`src/hdl/otps_regs.svh`:
```
// Register offsets, field positions, interrupt bits and reset values
// Included by the status block, its checker and its testbench
`ifndef OTPS_REGS_SVH
`define OTPS_REGS_SVH

`define OTPS_STATUS_OFFSET       32'h07f4_0008
`define OTPS_MODE_OFFSET         32'h07f4_0020
`define OTPS_IRQ_STATUS_OFFSET   32'h07f4_0024
`define OTPS_IRQ_MASK_OFFSET     32'h07f4_0028
`define OTPS_ADDR_MASK           32'hffff_fffc

`define OTPS_NWORDS_MSB          29
`define OTPS_NWORDS_LSB          16
`define OTPS_FWORDS_MSB          11
`define OTPS_FWORDS_LSB          8
`define OTPS_RERR_BIT            7
`define OTPS_ARDY_BIT            6
`define OTPS_TERR_BIT            5
`define OTPS_TRDY_BIT            4
`define OTPS_PZERO_BIT           3
`define OTPS_PCOR_BIT            2
`define OTPS_PUNC_BIT            1
`define OTPS_PRDY_BIT            0

`define OTPS_IRQ_RERR_BIT        0
`define OTPS_IRQ_ADONE_BIT       1
`define OTPS_IRQ_TDONE_BIT       2
`define OTPS_IRQ_PDONE_BIT       3
`define OTPS_IRQ_WIDTH           4

`define OTPS_READY_RESET         1'b1
`define OTPS_FLAG_RESET          1'b0
`define OTPS_MODE_RESET          3'h0

`endif

```
`src/hdl/otps_pkg.sv`:
```
// Types shared by the status block: controller modes
// Standalone package, no dependencies
package otps_pkg;

    typedef enum logic [2:0] {
        OTPS_STANDBY_MODE         = 3'h0,
        OTPS_MANUAL_READ_MODE     = 3'h1,
        OTPS_MANUAL_PROGRAM_MODE  = 3'h2,
        OTPS_AUTOMATIC_READ_MODE  = 3'h3,
        OTPS_AUTOMATIC_PROGRAM_MODE = 3'h4,
        OTPS_BLANK_CHECK_TEST_MODE = 3'h5,
        OTPS_DECODER_TEST_MODE    = 3'h6,
        OTPS_WRITE_TEST_MODE      = 3'h7
    } otps_mode_t;

    typedef enum {
        OTPS_IDLE,
        OTPS_BUSY
    } otps_phase_t;

endpackage : otps_pkg

```
`src/hdl/otps_sync.sv`:
```
// Three-stage synchroniser for asynchronous level inputs
// Change is accepted once stages two and three agree
`timescale 1ns/100ps
`default_nettype none
module otps_sync #(
    parameter int WIDTH = 1
) (
    // Clock and reset
    input  wire logic             pclk,
    input  wire logic             presetn,
    // Data
    input  wire logic [WIDTH-1:0] async_in,
    output var  logic [WIDTH-1:0] sync_out
);
    logic [WIDTH-1:0] stage1;
    logic [WIDTH-1:0] stage2;
    logic [WIDTH-1:0] stage3;
    logic [WIDTH-1:0] next_sync_out;

    always_comb begin
        next_sync_out = sync_out;
        for (int i = 0; i < WIDTH; i++) begin
            if (stage2[i] == stage3[i]) begin
                next_sync_out[i] = stage3[i];
            end
        end
    end

    always_ff @(posedge pclk or negedge presetn) begin
        if (!presetn) begin
            stage1   <= '0;
            stage2   <= '0;
            stage3   <= '0;
            sync_out <= '0;
        end else begin
            stage1   <= async_in;
            stage2   <= stage1;
            stage3   <= stage2;
            sync_out <= next_sync_out;
        end
    end
endmodule : otps_sync
`default_nettype wire

```
`src/hdl/otps_flags.sv`:
```
// Sticky event flags with write-one-to-clear and a masked level interrupt
// Events come from the same clock domain
`timescale 1ns/100ps
`default_nettype none
module otps_flags #(
    parameter int WIDTH = 4
) (
    // Clock and reset
    input  wire logic             pclk,
    input  wire logic             presetn,
    // Events and software access
    input  wire logic [WIDTH-1:0] event_set,
    input  wire logic [WIDTH-1:0] clear_ones,
    input  wire logic [WIDTH-1:0] mask,
    // State
    output var  logic [WIDTH-1:0] flags,
    output var  logic             irq
);
    logic [WIDTH-1:0] next_flags;
    logic             next_irq;

    always_comb begin
        // Set wins over a clear in the same cycle
        next_flags = (flags & ~clear_ones) | event_set;
        next_irq   = |(next_flags & mask);
    end

    always_ff @(posedge pclk or negedge presetn) begin
        if (!presetn) begin
            flags <= '0;
            irq   <= 1'b0;
        end else begin
            flags <= next_flags;
            irq   <= next_irq;
        end
    end
endmodule : otps_flags
`default_nettype wire

```
`src/hdl/otps_status.sv`:
```
// Status register of the one-time-programmable memory controller, APB slave
// Assumes the controller core drives progress and result strobes on pclk;
// the double-error report arrives from another domain and is synchronised.
//
// Design decision made here: the APB slave port.
`timescale 1ns/100ps
`default_nettype none
`include "otps_regs.svh"
module otps_status #(
    parameter int NWORDS_WIDTH = 14,
    parameter int FWORDS_WIDTH = 4
) (
    // Clock and reset
    input  wire logic                    pclk,
    input  wire logic                    presetn,
    // APB slave
    input  wire logic                    psel,
    input  wire logic                    penable,
    input  wire logic                    pwrite,
    input  wire logic [31:0]             paddr,
    input  wire logic [31:0]             pwdata,
    input  wire logic [3:0]              pstrb,
    output logic                         pready,
    output logic [31:0]                  prdata,
    output logic                         pslverr,
    // Controller core progress
    input  wire logic [NWORDS_WIDTH-1:0] words_remaining_in,
    input  wire logic [FWORDS_WIDTH-1:0] buffer_words_in,
    input  wire logic                    read_done,
    input  wire logic                    read_double_error_async,
    input  wire logic                    auto_busy,
    input  wire logic                    test_busy,
    input  wire logic                    test_done,
    input  wire logic                    test_failed,
    input  wire logic                    program_busy,
    input  wire logic                    word_done,
    input  wire logic                    word_was_zero,
    input  wire logic [1:0]              word_failed_bits,
    // Mode to the core
    output logic [2:0]                   controller_mode_select,
    // Interrupt
    output logic                         irq
);
    otps_pkg::otps_mode_t mode;
    otps_pkg::otps_mode_t next_mode;

    logic [NWORDS_WIDTH-1:0] words_remaining_count;
    logic [FWORDS_WIDTH-1:0] buffer_word_count;
    logic                    read_double_error_flag;
    logic                    auto_mode_ready;
    logic                    test_failure_flag;
    logic                    test_mode_ready;
    logic                    zero_word_skipped;
    logic                    program_correctable_error;
    logic                    program_uncorrectable_error;
    logic                    program_ready;
    logic [NWORDS_WIDTH-1:0] next_words_remaining_count;
    logic [FWORDS_WIDTH-1:0] next_buffer_word_count;
    logic                    next_read_double_error_flag;
    logic                    next_auto_mode_ready;
    logic                    next_test_failure_flag;
    logic                    next_test_mode_ready;
    logic                    next_zero_word_skipped;
    logic                    next_program_correctable_error;
    logic                    next_program_uncorrectable_error;
    logic                    next_program_ready;

    logic [31:0] next_prdata;
    logic        next_pready;
    logic        next_pslverr;
    logic [2:0]  next_controller_mode_select;
    logic [`OTPS_IRQ_WIDTH-1:0] irq_mask;
    logic [`OTPS_IRQ_WIDTH-1:0] next_irq_mask;
    logic [`OTPS_IRQ_WIDTH-1:0] irq_flags;
    logic [`OTPS_IRQ_WIDTH-1:0] irq_events;
    logic [`OTPS_IRQ_WIDTH-1:0] irq_clear;
    logic        rerr_sync;
    logic        auto_active;
    logic        test_active;
    logic        auto_prog;
    logic        read_mode;
    logic        access;
    logic        wr_access;
    logic        rd_access;
    logic        stat_clear;
    logic        prev_ready_auto;
    logic        prev_ready_test;
    logic        prev_ready_prog;

    // Word-aligned register match
    function automatic logic hit(input logic [31:0] addr, input logic [31:0] offset);
        hit = (addr & `OTPS_ADDR_MASK) == offset;
    endfunction : hit

    // True for the three test modes
    function automatic logic is_test(input otps_pkg::otps_mode_t m);
        is_test = (m == otps_pkg::OTPS_BLANK_CHECK_TEST_MODE) ||
                  (m == otps_pkg::OTPS_DECODER_TEST_MODE) ||
                  (m == otps_pkg::OTPS_WRITE_TEST_MODE);
    endfunction : is_test

    // Double-error report runs on the decoder's own timing
    otps_sync #(
        .WIDTH (1)
    ) u_rerr_sync (
        .pclk     (pclk),
        .presetn  (presetn),
        .async_in (read_double_error_async),
        .sync_out (rerr_sync)
    );

    // APB decode; one wait state, high pready stops a second take
    assign access    = psel && penable && !pready;
    assign wr_access = access && pwrite;
    assign rd_access = access && !pwrite;
    assign stat_clear = wr_access && hit(paddr, `OTPS_STATUS_OFFSET) && pstrb[0]
                        && pwdata[`OTPS_RERR_BIT];

    // Automatic and test ready flags drop only while the selected mode is busy; program ready drops whenever program_busy is high
    assign auto_prog   = (mode == otps_pkg::OTPS_AUTOMATIC_PROGRAM_MODE);
    assign read_mode   = (mode == otps_pkg::OTPS_MANUAL_READ_MODE) ||
                         (mode == otps_pkg::OTPS_AUTOMATIC_READ_MODE);
    assign auto_active = ((mode == otps_pkg::OTPS_AUTOMATIC_READ_MODE) || auto_prog)
                         && auto_busy;
    assign test_active = is_test(mode) && test_busy;

    // Software control: mode and interrupt mask
    always_comb begin
        next_mode = mode;
        next_controller_mode_select = controller_mode_select;
        next_irq_mask = irq_mask;
        if (wr_access && hit(paddr, `OTPS_MODE_OFFSET) && pstrb[0]) begin
            next_mode = otps_pkg::otps_mode_t'(pwdata[2:0]);
            next_controller_mode_select = pwdata[2:0];
        end
        if (wr_access && hit(paddr, `OTPS_IRQ_MASK_OFFSET) && pstrb[0]) begin
            next_irq_mask = pwdata[`OTPS_IRQ_WIDTH-1:0];
        end
    end

    always_comb begin
        next_words_remaining_count = words_remaining_in;
        next_buffer_word_count     = buffer_words_in;
        next_auto_mode_ready       = !auto_active;
        next_test_mode_ready       = !test_active;
        next_program_ready         = !program_busy;
        next_test_failure_flag     = test_failure_flag;
        if (test_done) begin
            next_test_failure_flag = test_failed;
        end
        // Set wins over the write-one clear
        next_read_double_error_flag = read_double_error_flag;
        if (stat_clear) begin
            next_read_double_error_flag = 1'b0;
        end
        if (read_done && rerr_sync && read_mode) begin
            next_read_double_error_flag = 1'b1;
        end
        // Manual program reports each word, automatic program ORs them
        next_zero_word_skipped           = zero_word_skipped;
        next_program_correctable_error   = program_correctable_error;
        next_program_uncorrectable_error = program_uncorrectable_error;
        if (word_done) begin
            if (auto_prog) begin
                next_zero_word_skipped = zero_word_skipped | word_was_zero;
                next_program_correctable_error = program_correctable_error
                                                 | (word_failed_bits == 2'd1);
                next_program_uncorrectable_error = program_uncorrectable_error
                                                   | (word_failed_bits == 2'd2);
            end else begin
                next_zero_word_skipped = word_was_zero;
                next_program_correctable_error = (word_failed_bits == 2'd1);
                next_program_uncorrectable_error = (word_failed_bits == 2'd2);
            end
        end
        // Fresh automatic program run starts with clean results
        if (auto_prog && auto_busy && auto_mode_ready && !word_done) begin
            next_zero_word_skipped           = 1'b0;
            next_program_correctable_error   = 1'b0;
            next_program_uncorrectable_error = 1'b0;
        end
    end

    // Completion events for the interrupt status
    always_comb begin
        irq_events = '0;
        irq_events[`OTPS_IRQ_RERR_BIT]  = read_done && rerr_sync && read_mode;
        irq_events[`OTPS_IRQ_ADONE_BIT] = auto_mode_ready && !prev_ready_auto;
        irq_events[`OTPS_IRQ_TDONE_BIT] = test_mode_ready && !prev_ready_test;
        irq_events[`OTPS_IRQ_PDONE_BIT] = program_ready && !prev_ready_prog;
        irq_clear = '0;
        if (wr_access && hit(paddr, `OTPS_IRQ_STATUS_OFFSET) && pstrb[0]) begin
            irq_clear = pwdata[`OTPS_IRQ_WIDTH-1:0];
        end
    end

    otps_flags #(
        .WIDTH (`OTPS_IRQ_WIDTH)
    ) u_flags (
        .pclk       (pclk),
        .presetn    (presetn),
        .event_set  (irq_events),
        .clear_ones (irq_clear),
        .mask       (irq_mask),
        .flags      (irq_flags),
        .irq        (irq)
    );

    // Read mux; reserved and unmapped bits read zero
    always_comb begin
        next_prdata  = prdata;
        next_pready  = access;
        next_pslverr = 1'b0;
        if (access) begin
            next_prdata = 32'h0000_0000;
            if (hit(paddr, `OTPS_STATUS_OFFSET)) begin
                if (rd_access) begin
                    next_prdata[`OTPS_NWORDS_MSB:`OTPS_NWORDS_LSB] =
                        14'(words_remaining_count);
                    next_prdata[`OTPS_FWORDS_MSB:`OTPS_FWORDS_LSB] =
                        4'(buffer_word_count);
                    next_prdata[`OTPS_RERR_BIT]  = read_double_error_flag;
                    next_prdata[`OTPS_ARDY_BIT]  = auto_mode_ready;
                    next_prdata[`OTPS_TERR_BIT]  = test_failure_flag;
                    next_prdata[`OTPS_TRDY_BIT]  = test_mode_ready;
                    next_prdata[`OTPS_PZERO_BIT] = zero_word_skipped;
                    next_prdata[`OTPS_PCOR_BIT]  = program_correctable_error;
                    next_prdata[`OTPS_PUNC_BIT]  = program_uncorrectable_error;
                    next_prdata[`OTPS_PRDY_BIT]  = program_ready;
                end
            end else if (hit(paddr, `OTPS_MODE_OFFSET)) begin
                next_prdata[2:0] = controller_mode_select;
            end else if (hit(paddr, `OTPS_IRQ_STATUS_OFFSET)) begin
                next_prdata[`OTPS_IRQ_WIDTH-1:0] = irq_flags;
            end else if (hit(paddr, `OTPS_IRQ_MASK_OFFSET)) begin
                next_prdata[`OTPS_IRQ_WIDTH-1:0] = irq_mask;
            end else begin
                next_pslverr = 1'b1;
            end
        end
    end

    always_ff @(posedge pclk or negedge presetn) begin
        if (!presetn) begin
            mode                        <= otps_pkg::OTPS_STANDBY_MODE;
            controller_mode_select      <= `OTPS_MODE_RESET;
            irq_mask                    <= '0;
            words_remaining_count       <= '0;
            buffer_word_count           <= '0;
            read_double_error_flag      <= `OTPS_FLAG_RESET;
            auto_mode_ready             <= `OTPS_READY_RESET;
            test_failure_flag           <= `OTPS_FLAG_RESET;
            test_mode_ready             <= `OTPS_READY_RESET;
            zero_word_skipped           <= `OTPS_FLAG_RESET;
            program_correctable_error   <= `OTPS_FLAG_RESET;
            program_uncorrectable_error <= `OTPS_FLAG_RESET;
            program_ready               <= `OTPS_READY_RESET;
            prev_ready_auto             <= `OTPS_READY_RESET;
            prev_ready_test             <= `OTPS_READY_RESET;
            prev_ready_prog             <= `OTPS_READY_RESET;
            prdata                      <= 32'h0000_0000;
            pready                      <= 1'b0;
            pslverr                     <= 1'b0;
        end else begin
            mode                        <= next_mode;
            controller_mode_select      <= next_controller_mode_select;
            irq_mask                    <= next_irq_mask;
            words_remaining_count       <= next_words_remaining_count;
            buffer_word_count           <= next_buffer_word_count;
            read_double_error_flag      <= next_read_double_error_flag;
            auto_mode_ready             <= next_auto_mode_ready;
            test_failure_flag           <= next_test_failure_flag;
            test_mode_ready             <= next_test_mode_ready;
            zero_word_skipped           <= next_zero_word_skipped;
            program_correctable_error   <= next_program_correctable_error;
            program_uncorrectable_error <= next_program_uncorrectable_error;
            program_ready               <= next_program_ready;
            prev_ready_auto             <= auto_mode_ready;
            prev_ready_test             <= test_mode_ready;
            prev_ready_prog             <= program_ready;
            prdata                      <= next_prdata;
            pready                      <= next_pready;
            pslverr                     <= next_pslverr;
        end
    end
endmodule : otps_status
`default_nettype wire

```
`config.mk`:
```
export PLATFORM = sky130hd
export DESIGN_NAME = otps_status
export DESIGN_NICKNAME = d
export VERILOG_FILES = /design/src/hdl/otps_pkg.sv /design/src/hdl/otps_sync.sv /design/src/hdl/otps_flags.sv /design/src/hdl/otps_status.sv
export VERILOG_INCLUDE_DIRS = /design/src /design/src/hdl
export SDC_FILE = /design/constraint.sdc
export NUM_CORES = 1
export LEC_CHECK = 0
export BUFFER_PORTS_ARGS = -buffer_cell sky130_fd_sc_hd__clkbuf_2
export CORE_UTILIZATION = 48
export CTS_BUF_LIST = sky130_fd_sc_hd__clkbuf_4 sky130_fd_sc_hd__clkbuf_8
export CTS_CLUSTER_SIZE = 40
export DETAILED_ROUTE_END_ITERATION = 10
export GPL_TIMING_DRIVEN = 1
export PLACE_DENSITY = 0.88
export SLEW_MARGIN = 25
export SYNTH_ARGS = -nofsm -noshare
export SYNTH_HDL_FRONTEND = slang
export SYNTH_HIERARCHICAL = 1
export SYNTH_SLANG_ARGS = --single-unit
```
`constraint.sdc`:
```
create_clock -name pclk -period 2.25 [get_ports pclk]
set_input_delay 0.45 -clock pclk [delete_from_list [all_inputs] [get_ports pclk]]
set_output_delay 0.45 -clock pclk [all_outputs]
set_load 0.05 [all_outputs]
```
==> impl_metrics.toml, run 1 <==
[worst_setup_path]
cp_num_cells = 9
end_kind = "register"
required_ns = 2.45
start_kind = "input pin"
path_cells = "clkbuf_2 -> or4b_1 -> or4_1 -> buf_4 -> nor2_4 -> and4_4 -> nor2b_4 -> o21ai_2 -> nand4_1"
rr_startpoint = "pready"
cpPeakStageDelay_ns = 0.52
path_delay_family = "simple AND/OR/NAND/NOR gates"
ff2ff_setup_slack_ns = 0.42
crit_buf_inv = 2
crit_path_max_fanout = 6
reg2reg_depth = 6
cp_slowest_cell = "or4b_1"
crit_type = "in -> reg"
worst_setup_path_startpoint = "paddr[17]"
cp.arrival_ns = 2.39
reg2reg_to = "irq_mask[3]"
crit_end = "u_flags/irq"

[flow_run]
drv_cap = 0

[synth]
yosys_most_used_dff = "dfrtp_1"
async_flop_share_pct = 100
synth_edf_count = 0
synth.avg_cell_area_sq_um = 12.0
synth-seq-cells = 73
syn-cell-area_sq_mm = 0.00301
synth_cell_types = 52
synthCells = 250
yosysSeqAreaShare_pct = 61.0
synth-warning-count = 6

[run_status]
status = "finished clean"

[die]
core.rowCount = 28
die_area_sq_mm = 0.00659
core_sq_mm = 0.00599
ios = 140
die_h_microns = 81.2
die_x_microns = 81.2
initial_core_util_pct = 50.2

[placed_design]
portBuffers = 101
placed_cells = 426
globalplace.congestion = 0.850
post-place-ws_ns = -0.293
hpwl_microns = 4960

[grt]
grt.total_usage_pct = 22.6
grt_max_degree = 74
grt_overflow = 0
grt_pass1_vias = 2354
antenna_found_initial = 0
grt_pass1_wl_microns = 10900

[pwr]
cellLeakagePower_nw = 1.93
vdd.ir_drop.worst_mv = 0.443
p_per_area_mw_per_mm2 = 632

[route]
avgViaCountPerCell = 5.26
vias = 2331
ant_nets = 0
routed_wirelength_microns = 6690
first_pass_iters = 4
drc = 0
drt_iter0_drc = 229
drt-wirelength-per-cell_microns = 15.1

[finish]
stdcell_count = 443
fin_nets = 465
drive_gt1_share_pct = 47.8
diodes = 0
area_growth_pct = 28.4

[sta]
setup_viol = 0
hold_viol = 0
finalCritPeriodShare_pct = 97.0
maxSlewViolCount = 0
fin_ws_ns = 0.0674
max_freq_mhz = 458
fin_skew_ns = 0.00721
period_needed_ns = 2.18

[clocking]
ctsHtreeMaxLevel = 3
path_clk_slew_ns = 0.07
clkSinkCount = 73
clockBufferDepth = 2
clock_latency_ns = 0.33
cts-root-buf = "clkbuf_8"
cts_made_buffers = 9
cts_tree = "done"

[worst_hold_path]
hold_class = "in -> async"
## report_power, final
part	switching, mW	internal, mW	total (mW)	leakage, nW
clock	0.428	0.459	0.887	0.0955
sequential	0.0129	1.34	1.36	0.925
combinational	0.121	0.0743	0.195	0.912
total	0.562	1.88	2.44	1.93
## repair_timing
item | in CTS | in global routing
setup endpoints to repair | 0 | 1
resized for setup | 0 | 4
setup buffers | 0 | 1
hold buffers | 0 | 0
## synth_stat cells (2+ instances only)
| cell type | instances | area (sq um) |
|---|---|---|
| o32ai_1 | 3 | 26.3 |
| nor4_1 | 2 | 12.5 |
| and4_1 | 4 | 35.0 |
| o21ai_2 | 20 | 175 |
| buf_6 | 2 | 22.5 |
| a21oi_1 | 2 | 10.0 |
| o22ai_1 | 3 | 18.8 |
| o21ai_1 | 4 | 20.0 |
| dfrtp_1 | 67 | 1680 |
| inv_1 | 3 | 11.3 |
| o21ai_0 | 4 | 20.0 |
| nand3b_1 | 4 | 30.0 |
| dfstp_2 | 6 | 158 |
| nor2b_4 | 2 | 27.5 |
| nor2b_1 | 6 | 37.5 |
| buf_4 | 6 | 45.0 |
| nand2_1 | 51 | 191 |
| a22o_1 | 4 | 35.0 |
| or2_1 | 4 | 25.0 |
| a22oi_1 | 3 | 22.5 |
| and3b_1 | 2 | 17.5 |
| clkbuf_1 | 6 | 22.5 |
| and4b_1 | 2 | 20.0 |
| nor2_1 | 2 | 7.51 |
| nand4_1 | 2 | 12.5 |
| mux2_2 | 8 | 90.1 |
| nand3_1 | 2 | 10.0 |
| nor4_4 | 2 | 42.5 |
## per-layer routing
metal | share of wire, % | vias up | global-route usage (%)
met4 | 1.4 | 0 | 8.75
met1 | 39 | 1117 | 27.9
li1 | - | 1097 | -
met3 | 6.3 | 10 | 4.72
met2 | 53 | 107 | 38.7
met5 | 0 | - | 0
## worst min path at each step
stage,slack (ns),to,depth (start not counted)
global route,0.16,words_remaining_count[8],2
finish,0.12,words_remaining_count[8],2
global placement,0.33,u_rerr_sync/stage2,0
CTS,0.13,prdata[16],2
detailed placement,0.34,u_rerr_sync/stage2,0
floorplan,0.15,buffer_word_count[0],0
## final cells by class
type,instances,area (sq um)
fillers,493,2130
repair buffers,113,633
multi-input cells,162,1110
flip-flops and latches,73,1830
clock inverters,2,10.0
inverters,4,15.0
well taps,75,93.8
clock buffers,14,161
## sequential cells by signal, indices dropped and copies added, names as in the netlist, 3 cells and up
signal and cells:
prdata 26, words_remaining_count 14, u_flags/flags 4, buffer_word_count 4, mode 3, irq_mask 4
## cells in the final DEF, fill, tap and decap left out, types with 2 or more instances in the layout
cell        n
o21ai_2    22
o22ai_1     3
nor4_4      2
a21oi_1     2
nand3b_1    4
and4_1      2
mux2_2      4
o21ai_0     4
dfstp_2     6
clkbuf_4    5
and4_4      2
conb_1      6
inv_1       3
and3b_1     2
clkbuf_8    9
and4b_1     2
buf_4       9
clkbuf_2  100
dfrtp_1    67
nand4_1     2
mux2_4      4
a22oi_1     3
nand3_1     2
or2_1       4
o32ai_1     3
a22o_1      4
nand2_1    51
buf_12      3
clkinv_2    2
o21ai_1     2
nor4_1      2
nor2b_1     6
nor2b_4     2
## metrics by stage
| stage | utilization (%) | power (mW) | TNS (ns) | cell area, sq um | hold WS, ns |
|---|---|---|---|---|---|
| after detailed placement | 61.3 | 1.58 | -8.06 | 3670 | 0.339 |
| final | 64.5 | 2.44 | 0 | 3860 | 0.121 |
| after global placement | 61.3 | 1.57 | -7.19 | 3670 | 0.333 |
| after floorplan | - | 1.47 | -1.81 | 3060 | 0.154 |
| after CTS | 64.1 | 2.47 | 0 | 3840 | 0.134 |
| after global routing | 64.5 | 2.55 | -0.00189 | 3860 | 0.161 |
## kinds of logic (layout without fill, tap and decap cells)
| kind of cell | Yosys count | count (layout) | synth area share [%] |
|---|---|---|---|
| AND/OR/NAND/NOR | 97 | 97 | 18.8 |
| adder cells (fa/ha/maj) | 1 | 1 | 0.374 |
| multiplexers | 9 | 9 | 3.33 |
| flip-flops | 73 | 73 | 61.0 |
| other | 1 | 6 | 0.125 |
| AO/OA/AOI/OAI | 49 | 49 | 12.6 |
| buffers and inverters | 20 | 133 | 3.78 |
## worst reg2reg max path, delay by kind of cell, from the launching register on
kind	cells	cell delay, ns
buffers and inverters	2	0.31
DFF	1	0.39
muxes	1	0.30
and+or+nand+nor	3	0.70
Note: power is estimated with default switching activity, not from simulation.
==> run 2, diff against run 1 <==
--- a/config.mk
+++ b/config.mk
@@ -7,7 +7,9 @@
 export NUM_CORES = 1
 export LEC_CHECK = 0
 export BUFFER_PORTS_ARGS = -buffer_cell sky130_fd_sc_hd__clkbuf_2
-export CORE_UTILIZATION = 48
+export CELL_PAD_IN_SITES_DETAIL_PLACEMENT = 1
+export CELL_PAD_IN_SITES_GLOBAL_PLACEMENT = 2
+export CORE_UTILIZATION = 29
 export CTS_BUF_LIST = sky130_fd_sc_hd__clkbuf_4 sky130_fd_sc_hd__clkbuf_8
 export CTS_CLUSTER_SIZE = 40
 export DETAILED_ROUTE_END_ITERATION = 10
==> run 2 against run 1 <==
Effect of this change:
- maximum frequency is 0.68% lower
- sequential cell count unchanged
- cell count increased by 13%
- core utilization is 24 points lower
- register-to-register slack lost 0.02 ns
- critical endpoint is now prdata[24]
- highest routed layer unchanged
==> impl_metrics.toml, run 2 (synthesized netlist as in run 1, its figures left out) <==
[die]
initial_core_util_pct = 30.4
ios = 140
core.rowCount = 36
die_area_sq_mm = 0.0108
core_sq_mm = 0.00991
die_h_microns = 104
die_x_microns = 104

[route]
avgViaCountPerCell = 4.60
drt-wirelength-per-cell_microns = 15.2
ant_nets = 0
routed-wl-met2_microns = 3640
drt_iter0_drc = 107
routed_wirelength_microns = 7610
first_pass_iters = 4
highest_layer = "met4"
wl_met3_microns = 541
vias = 2298
drc = 0
wl_met1_microns = 3380

[worst_setup_path]
ff2ff_setup_slack_ns = 0.40
end_kind = "register"
rr_startpoint = "pready"
cp.arrival_ns = 2.47
cp_slowest_cell = "or4b_1"
path_cells = "clkbuf_2 -> or4b_1 -> or4_1 -> buf_4 -> or3b_4 -> buf_12 -> o21ai_2"
crit_path_max_fanout = 10
worst_setup_path_startpoint = "paddr[17]"
start_kind = "input pin"
required_ns = 2.52
cpPeakStageDelay_ns = 0.52
crit_type = "in -> reg"

[placed_design]
portBuffers = 101
hpwl_microns = 5660
placed_cells = 485
globalplace.congestion = 0.797

[grt]
grt_pass1_vias = 2378
grt.total_usage_pct = 14.7
grt_max_degree = 43
grt_overflow = 0
grt_pass1_wl_microns = 12200
antenna_found_initial = 0

[finish]
postLayoutCoreUtil_pct = 40.1
fin_nets = 465
final_common_cell = "clkbuf_2"
largest_reg_flops = 26
area_growth_pct = 31.9
stdcell_count = 500
diodes = 0
drive_gt1_share_pct = 47.7
fill_cells = 1151
top_register = "prdata"
reg.largest.list = "prdata x26, words_remaining_count x14"
layout_common_cells = "clkbuf_2 (100), dfrtp_1 (67), nand2_1 (51)"

[pwr]
power_frac_comb_pct = 7.8
intPower_mw = 1.99
cellLeakagePower_nw = 1.93
power_frac_clock_pct = 40.1
power_mw = 2.60
vdd.ir_drop.worst_mv = 0.285
p_per_area_mw_per_mm2 = 656
pwr-share-seq_pct = 52.1
switching_share_pct = 23.7
p_switching_uw = 617

[run_status]
status = "finished clean"

[sta]
max_freq_mhz = 455
setup_viol = 0
hold_viol = 0
rsz0062_at_grt = "false"
whs_ns = 0.0454
maxSlewViolCount = 0
finalCritPeriodShare_pct = 97.7
period_needed_ns = 2.20
fin_skew_ns = 0.00680

[clocking]
cts_made_buffers = 9
hold_buffers = 0
clkSinkCount = 73
clock_latency_ns = 0.34
cts-root-buf = "clkbuf_8"
ctsHtreeMaxLevel = 3
clockBufferDepth = 2
cts_resized = 0
cts_setup_buffers = 0
path_clk_slew_ns = 0.08
cts_tree = "done"

[flow_run]
drv_cap = 0

[worst_hold_path]
hold_class = "in -> async"
run 2: cell types whose count changed in the layout (fill, tap and decap cells not counted), sizes merged:
cell      change
bufinv        +1
clkbuf        -3
clkinv        -2
clkinvlp      +3
run 2: layout make-up:
cell class / instances / area, sq um / share of cell area, %
timing repair buffer: 113 / 636 / 16.0
sequential: 73 / 1830 / 46.2
multi-input combinational: 162 / 1110 / 28.1
clock buffer: 11 / 151 / 3.81
inverter: 4 / 15.0 / 0.378
clock inverter: 4 / 52.6 / 1.32
tap: 133 / 166 / 4.19
run 2: path summary, 6_finish.rpt:
path,to,cells past startpoint
worst max-delay path,prdata[24],7
worst min-delay path,prdata[2],1
worst max register to register,mode[2],5
worst min register to register,u_rerr_sync/stage2,0
max in group asynchronous,auto_mode_ready,2
min in group pclk,program_ready,2
run 2: layer usage:
layer	global-route usage [%]	up-vias
li1	-	1096
met2	24.0	87
met4	4.29	0
met3	4.72	4
met1	18.4	1111
met5	0	-
run 2: power by group through the flow:
stage          logic, mW  registers, mW  clock network [mW]
2_1_floorplan     0.0872           1.38                   0
3_3_place_gp       0.201           1.38                   0
3_5_place_dp       0.206           1.38                   0
4_1_cts            0.207           1.36                1.09
5_1_grt            0.224           1.36                1.15
6_report           0.203           1.36                1.04
run 2: metrics by stage:
stage | TNS [ns] | setup slack, ns | instance area, sq um
after global routing | 0 | 0.0147 | 3970
after CTS | 0 | 0.0498 | 3960
after detailed placement | -8.69 | -0.312 | 3750
after global placement | -7.86 | -0.333 | 3750
final | 0 | 0.0524 | 3970
after floorplan | -1.81 | -0.0999 | 3060
run 2: critical path: cells and delay by family:
kind | cells | cell delay (ns)
compound gates | 1 | 0.12
buf+inv | 3 | 0.45
simple gates | 3 | 1.45
==> run 3, diff against run 2 <==
--- a/config.mk
+++ b/config.mk
@@ -6,15 +6,17 @@
 export SDC_FILE = /design/constraint.sdc
 export NUM_CORES = 1
 export LEC_CHECK = 0
+export ABC_AREA = 1
 export BUFFER_PORTS_ARGS = -buffer_cell sky130_fd_sc_hd__clkbuf_2
 export CELL_PAD_IN_SITES_DETAIL_PLACEMENT = 1
 export CELL_PAD_IN_SITES_GLOBAL_PLACEMENT = 2
-export CORE_UTILIZATION = 29
+export CORE_ASPECT_RATIO = 0.75
+export CORE_UTILIZATION = 27
 export CTS_BUF_LIST = sky130_fd_sc_hd__clkbuf_4 sky130_fd_sc_hd__clkbuf_8
-export CTS_CLUSTER_SIZE = 40
+export CTS_CLUSTER_SIZE = 8
 export DETAILED_ROUTE_END_ITERATION = 10
 export GPL_TIMING_DRIVEN = 1
-export PLACE_DENSITY = 0.88
+export PLACE_DENSITY = 0.87
 export SLEW_MARGIN = 25
 export SYNTH_ARGS = -nofsm -noshare
 export SYNTH_HDL_FRONTEND = slang
==> run 3 against run 2 <==
Effect of this change:
- non-clock buffer count is 6 lower
- count of clock-buffer cells in the layout is 4 higher
- synthesized cell count is 44% higher
==> impl_metrics.toml, run 3 <==
[synth]
synthMuxAreaShare_pct = 0
synth.avg_cell_area_sq_um = 8.82
synth_cell_types = 27
synth_top_family_by_area = "simple AND/OR/NAND/NOR gates"
yosysMostFrequentCell = "nand2_1"
yosys.area_share.simple_pct = 25.6
synth-xor-area-share_pct = 0
async_flop_share_pct = 100
synth_common_cells = "nand2_1 (107), dfrtp_1 (67), inv_1 (51), nor2_1 (26), o21ai_0 (23)"
synthCells = 359
yosys_most_used_dff = "dfrtp_1"
synth-seq-cells = 73
synth_top_area_cell = "dfrtp_1"
synth-adder-area-share_pct = 0
synth-warning-count = 6
syn-cell-area_sq_mm = 0.00317
yosysSeqAreaShare_pct = 57.9
synth_compound_area_share_pct = 6.84
synth_edf_count = 0
yosysTopAreaCellShare_pct = 53.0
yosys-top-cells-area = "dfrtp_1 (53%), nand2_1 (13%), inv_1 (6.0%)"

[finish]
largest_reg_flops = 26
stdcell_count = 614
final_common_cell = "nand2_1"
area_growth_pct = 26.5
diodes = 0
design_area_sq_mm = 0.00400
fin_nets = 571
drive_gt1_share_pct = 31.6
layout_common_cells = "nand2_1 (107), clkbuf_2 (100), dfrtp_1 (67)"
top_register = "prdata"
reg.largest.list = "prdata x26, words_remaining_count x14"

[grt]
grt_overflow = 0
grt_max_degree = 40
grt_pass1_vias = 2757
global_route.usage.met2_pct = 25.6
top_usage_layer = "met2"
grt_pass1_wl_microns = 14000
met1_usage_pct = 19.9
antenna_found_initial = 0
grt.total_usage_pct = 15.4
grt_util_met3_pct = 4.45

[clocking]
hold_buffers = 0
cts-root-buf = "clkbuf_8"
ctsHtreeMaxLevel = 3
path_clk_slew_ns = 0.07
clkSinkCount = 73
cts_made_buffers = 9
cts_tree = "done"
cts_setup_buffers = 0
cts_resized = 0
clock_latency_ns = 0.35
clockBufferDepth = 2

[route]
ant_nets = 0
drt-wirelength-per-cell_microns = 13.6
routed_wirelength_microns = 8330
avgViaCountPerCell = 4.33
drt_iter0_drc = 143
vias = 2660
first_pass_iters = 4
drc = 0

[worst_setup_path]
end_kind = "register"
start_kind = "input pin"
ff2ff_setup_slack_ns = 0.69
cp.arrival_ns = 1.94
crit_path_max_fanout = 6
required_ns = 2.47
crit_type = "in -> reg"

[worst_hold_path]
hold_class = "in -> async"

[die]
die_x_microns = 127
core_sq_mm = 0.0111
initial_core_util_pct = 28.4
die_area_sq_mm = 0.0122
die_h_microns = 95.8
core.rowCount = 33
ios = 140

[sta]
rsz0062_at_grt = "false"
finalCritPeriodShare_pct = 76.5
fin_skew_ns = 0.0113
maxSlewViolCount = 0
max_freq_mhz = 581
fin_ws_ns = 0.528
max-slew-margin-rel_pct = 64.7
setup_viol = 0
hold_viol = 0
period_needed_ns = 1.72
tightestPinTransition_ns = 0.529
setup_tns_ns = 0

[placed_design]
hpwl_microns = 6420
placed_cells = 598
post-place-ws_ns = 0.141
place_area_sq_mm = 0.00382
portBuffers = 101
globalplace.congestion = 0.783

[pwr]
power_frac_clock_pct = 37.7
power_mw = 2.50
switching_share_pct = 23.7
vdd.ir_drop.worst_mv = 0.338
cellLeakagePower_nw = 2.15
power_frac_comb_pct = 8.0
intPower_mw = 1.91
p_switching_uw = 591
pwr-share-seq_pct = 54.3
p_per_area_mw_per_mm2 = 624

[flow_run]
drv_cap = 0

[run_status]
status = "finished clean"
-- run 3: cell count changes in the layout (fill, tap and decap cells not counted), moves of 5 or more --
cell,change
nand2_1,+56
inv_1,+48
nor2_1,+25
o21ai_2,-22
o21ai_0,+19
nand3_1,+18
o21ai_1,+8
nand2_2,+6
nor2b_1,-6
clkbuf_4,+5
nand4_1,+5
-- run 3: layout make-up --
cell class,count,area [sq um]
clock buffers,15,175
clock inverters,1,5.00
fillers,1372,7140
inverters,53,199
multi-input cells,225,1050
flip-flops and latches,73,1830
well taps,140,175
repair buffers,107,566
-- run 3: cell families after synthesis --
group	count (synthesis)
simple gates	179
buf+inv	66
other cells	1
flops	73
compound gates	40
-- run 3: path summary, 6_finish.rpt --
check                           cells after the start                    from                   endpoint
worst max-delay path                               14               paddr[29]                u_flags/irq
worst min-delay path                                1                 presetn   words_remaining_count[7]
worst max register to register                     12                  pready                u_flags/irq
worst min register to register                      0      u_rerr_sync/stage1         u_rerr_sync/stage2
max in group asynchronous                           2                 presetn            prev_ready_prog
min in group pclk                                   1  words_remaining_in[10]  words_remaining_count[10]
-- run 3: per-stage QoR --
| stage | utilization, % | hold slack, ns |
|---|---|---|
| floorplan | - | 0.154 |
| global route | 35.9 | 0.103 |
| CTS | 35.9 | 0.0843 |
| finish | 35.9 | 0.0771 |
| detailed placement | 34.3 | 0.342 |
| global placement | 34.3 | 0.333 |
-- run 3: power groups by stage --
stage	Combinational (mW)	Clock, mW	Sequential, mW
4_1_cts	0.205	0.991	1.36
3_3_place_gp	0.196	0	1.38
6_report	0.199	0.942	1.36
2_1_floorplan	0.0885	0	1.38
3_5_place_dp	0.204	0	1.38
5_1_grt	0.228	1.04	1.36
-- run 3: critical path, cell delays in order --
cell and delay [ns]:
clkbuf_2 0.08, nor2_1 0.13, nand4_1 0.17, nor3_4 0.28
and2_2 0.24, nand2_4 0.08, nor2_2 0.09, inv_1 0.04
nand2_1 0.06, nand2_2 0.05, nand2_1 0.08, nand2_1 0.06
inv_1 0.05, nand2_1 0.06
-- run 3: layer usage --
metal  routed length [microns]  vias to the layer above
met2                      3990                       60
met1                      3900                     1270
met5                         0                        -
met3                       359                       10
met4                        76                        0
li1                          -                     1320
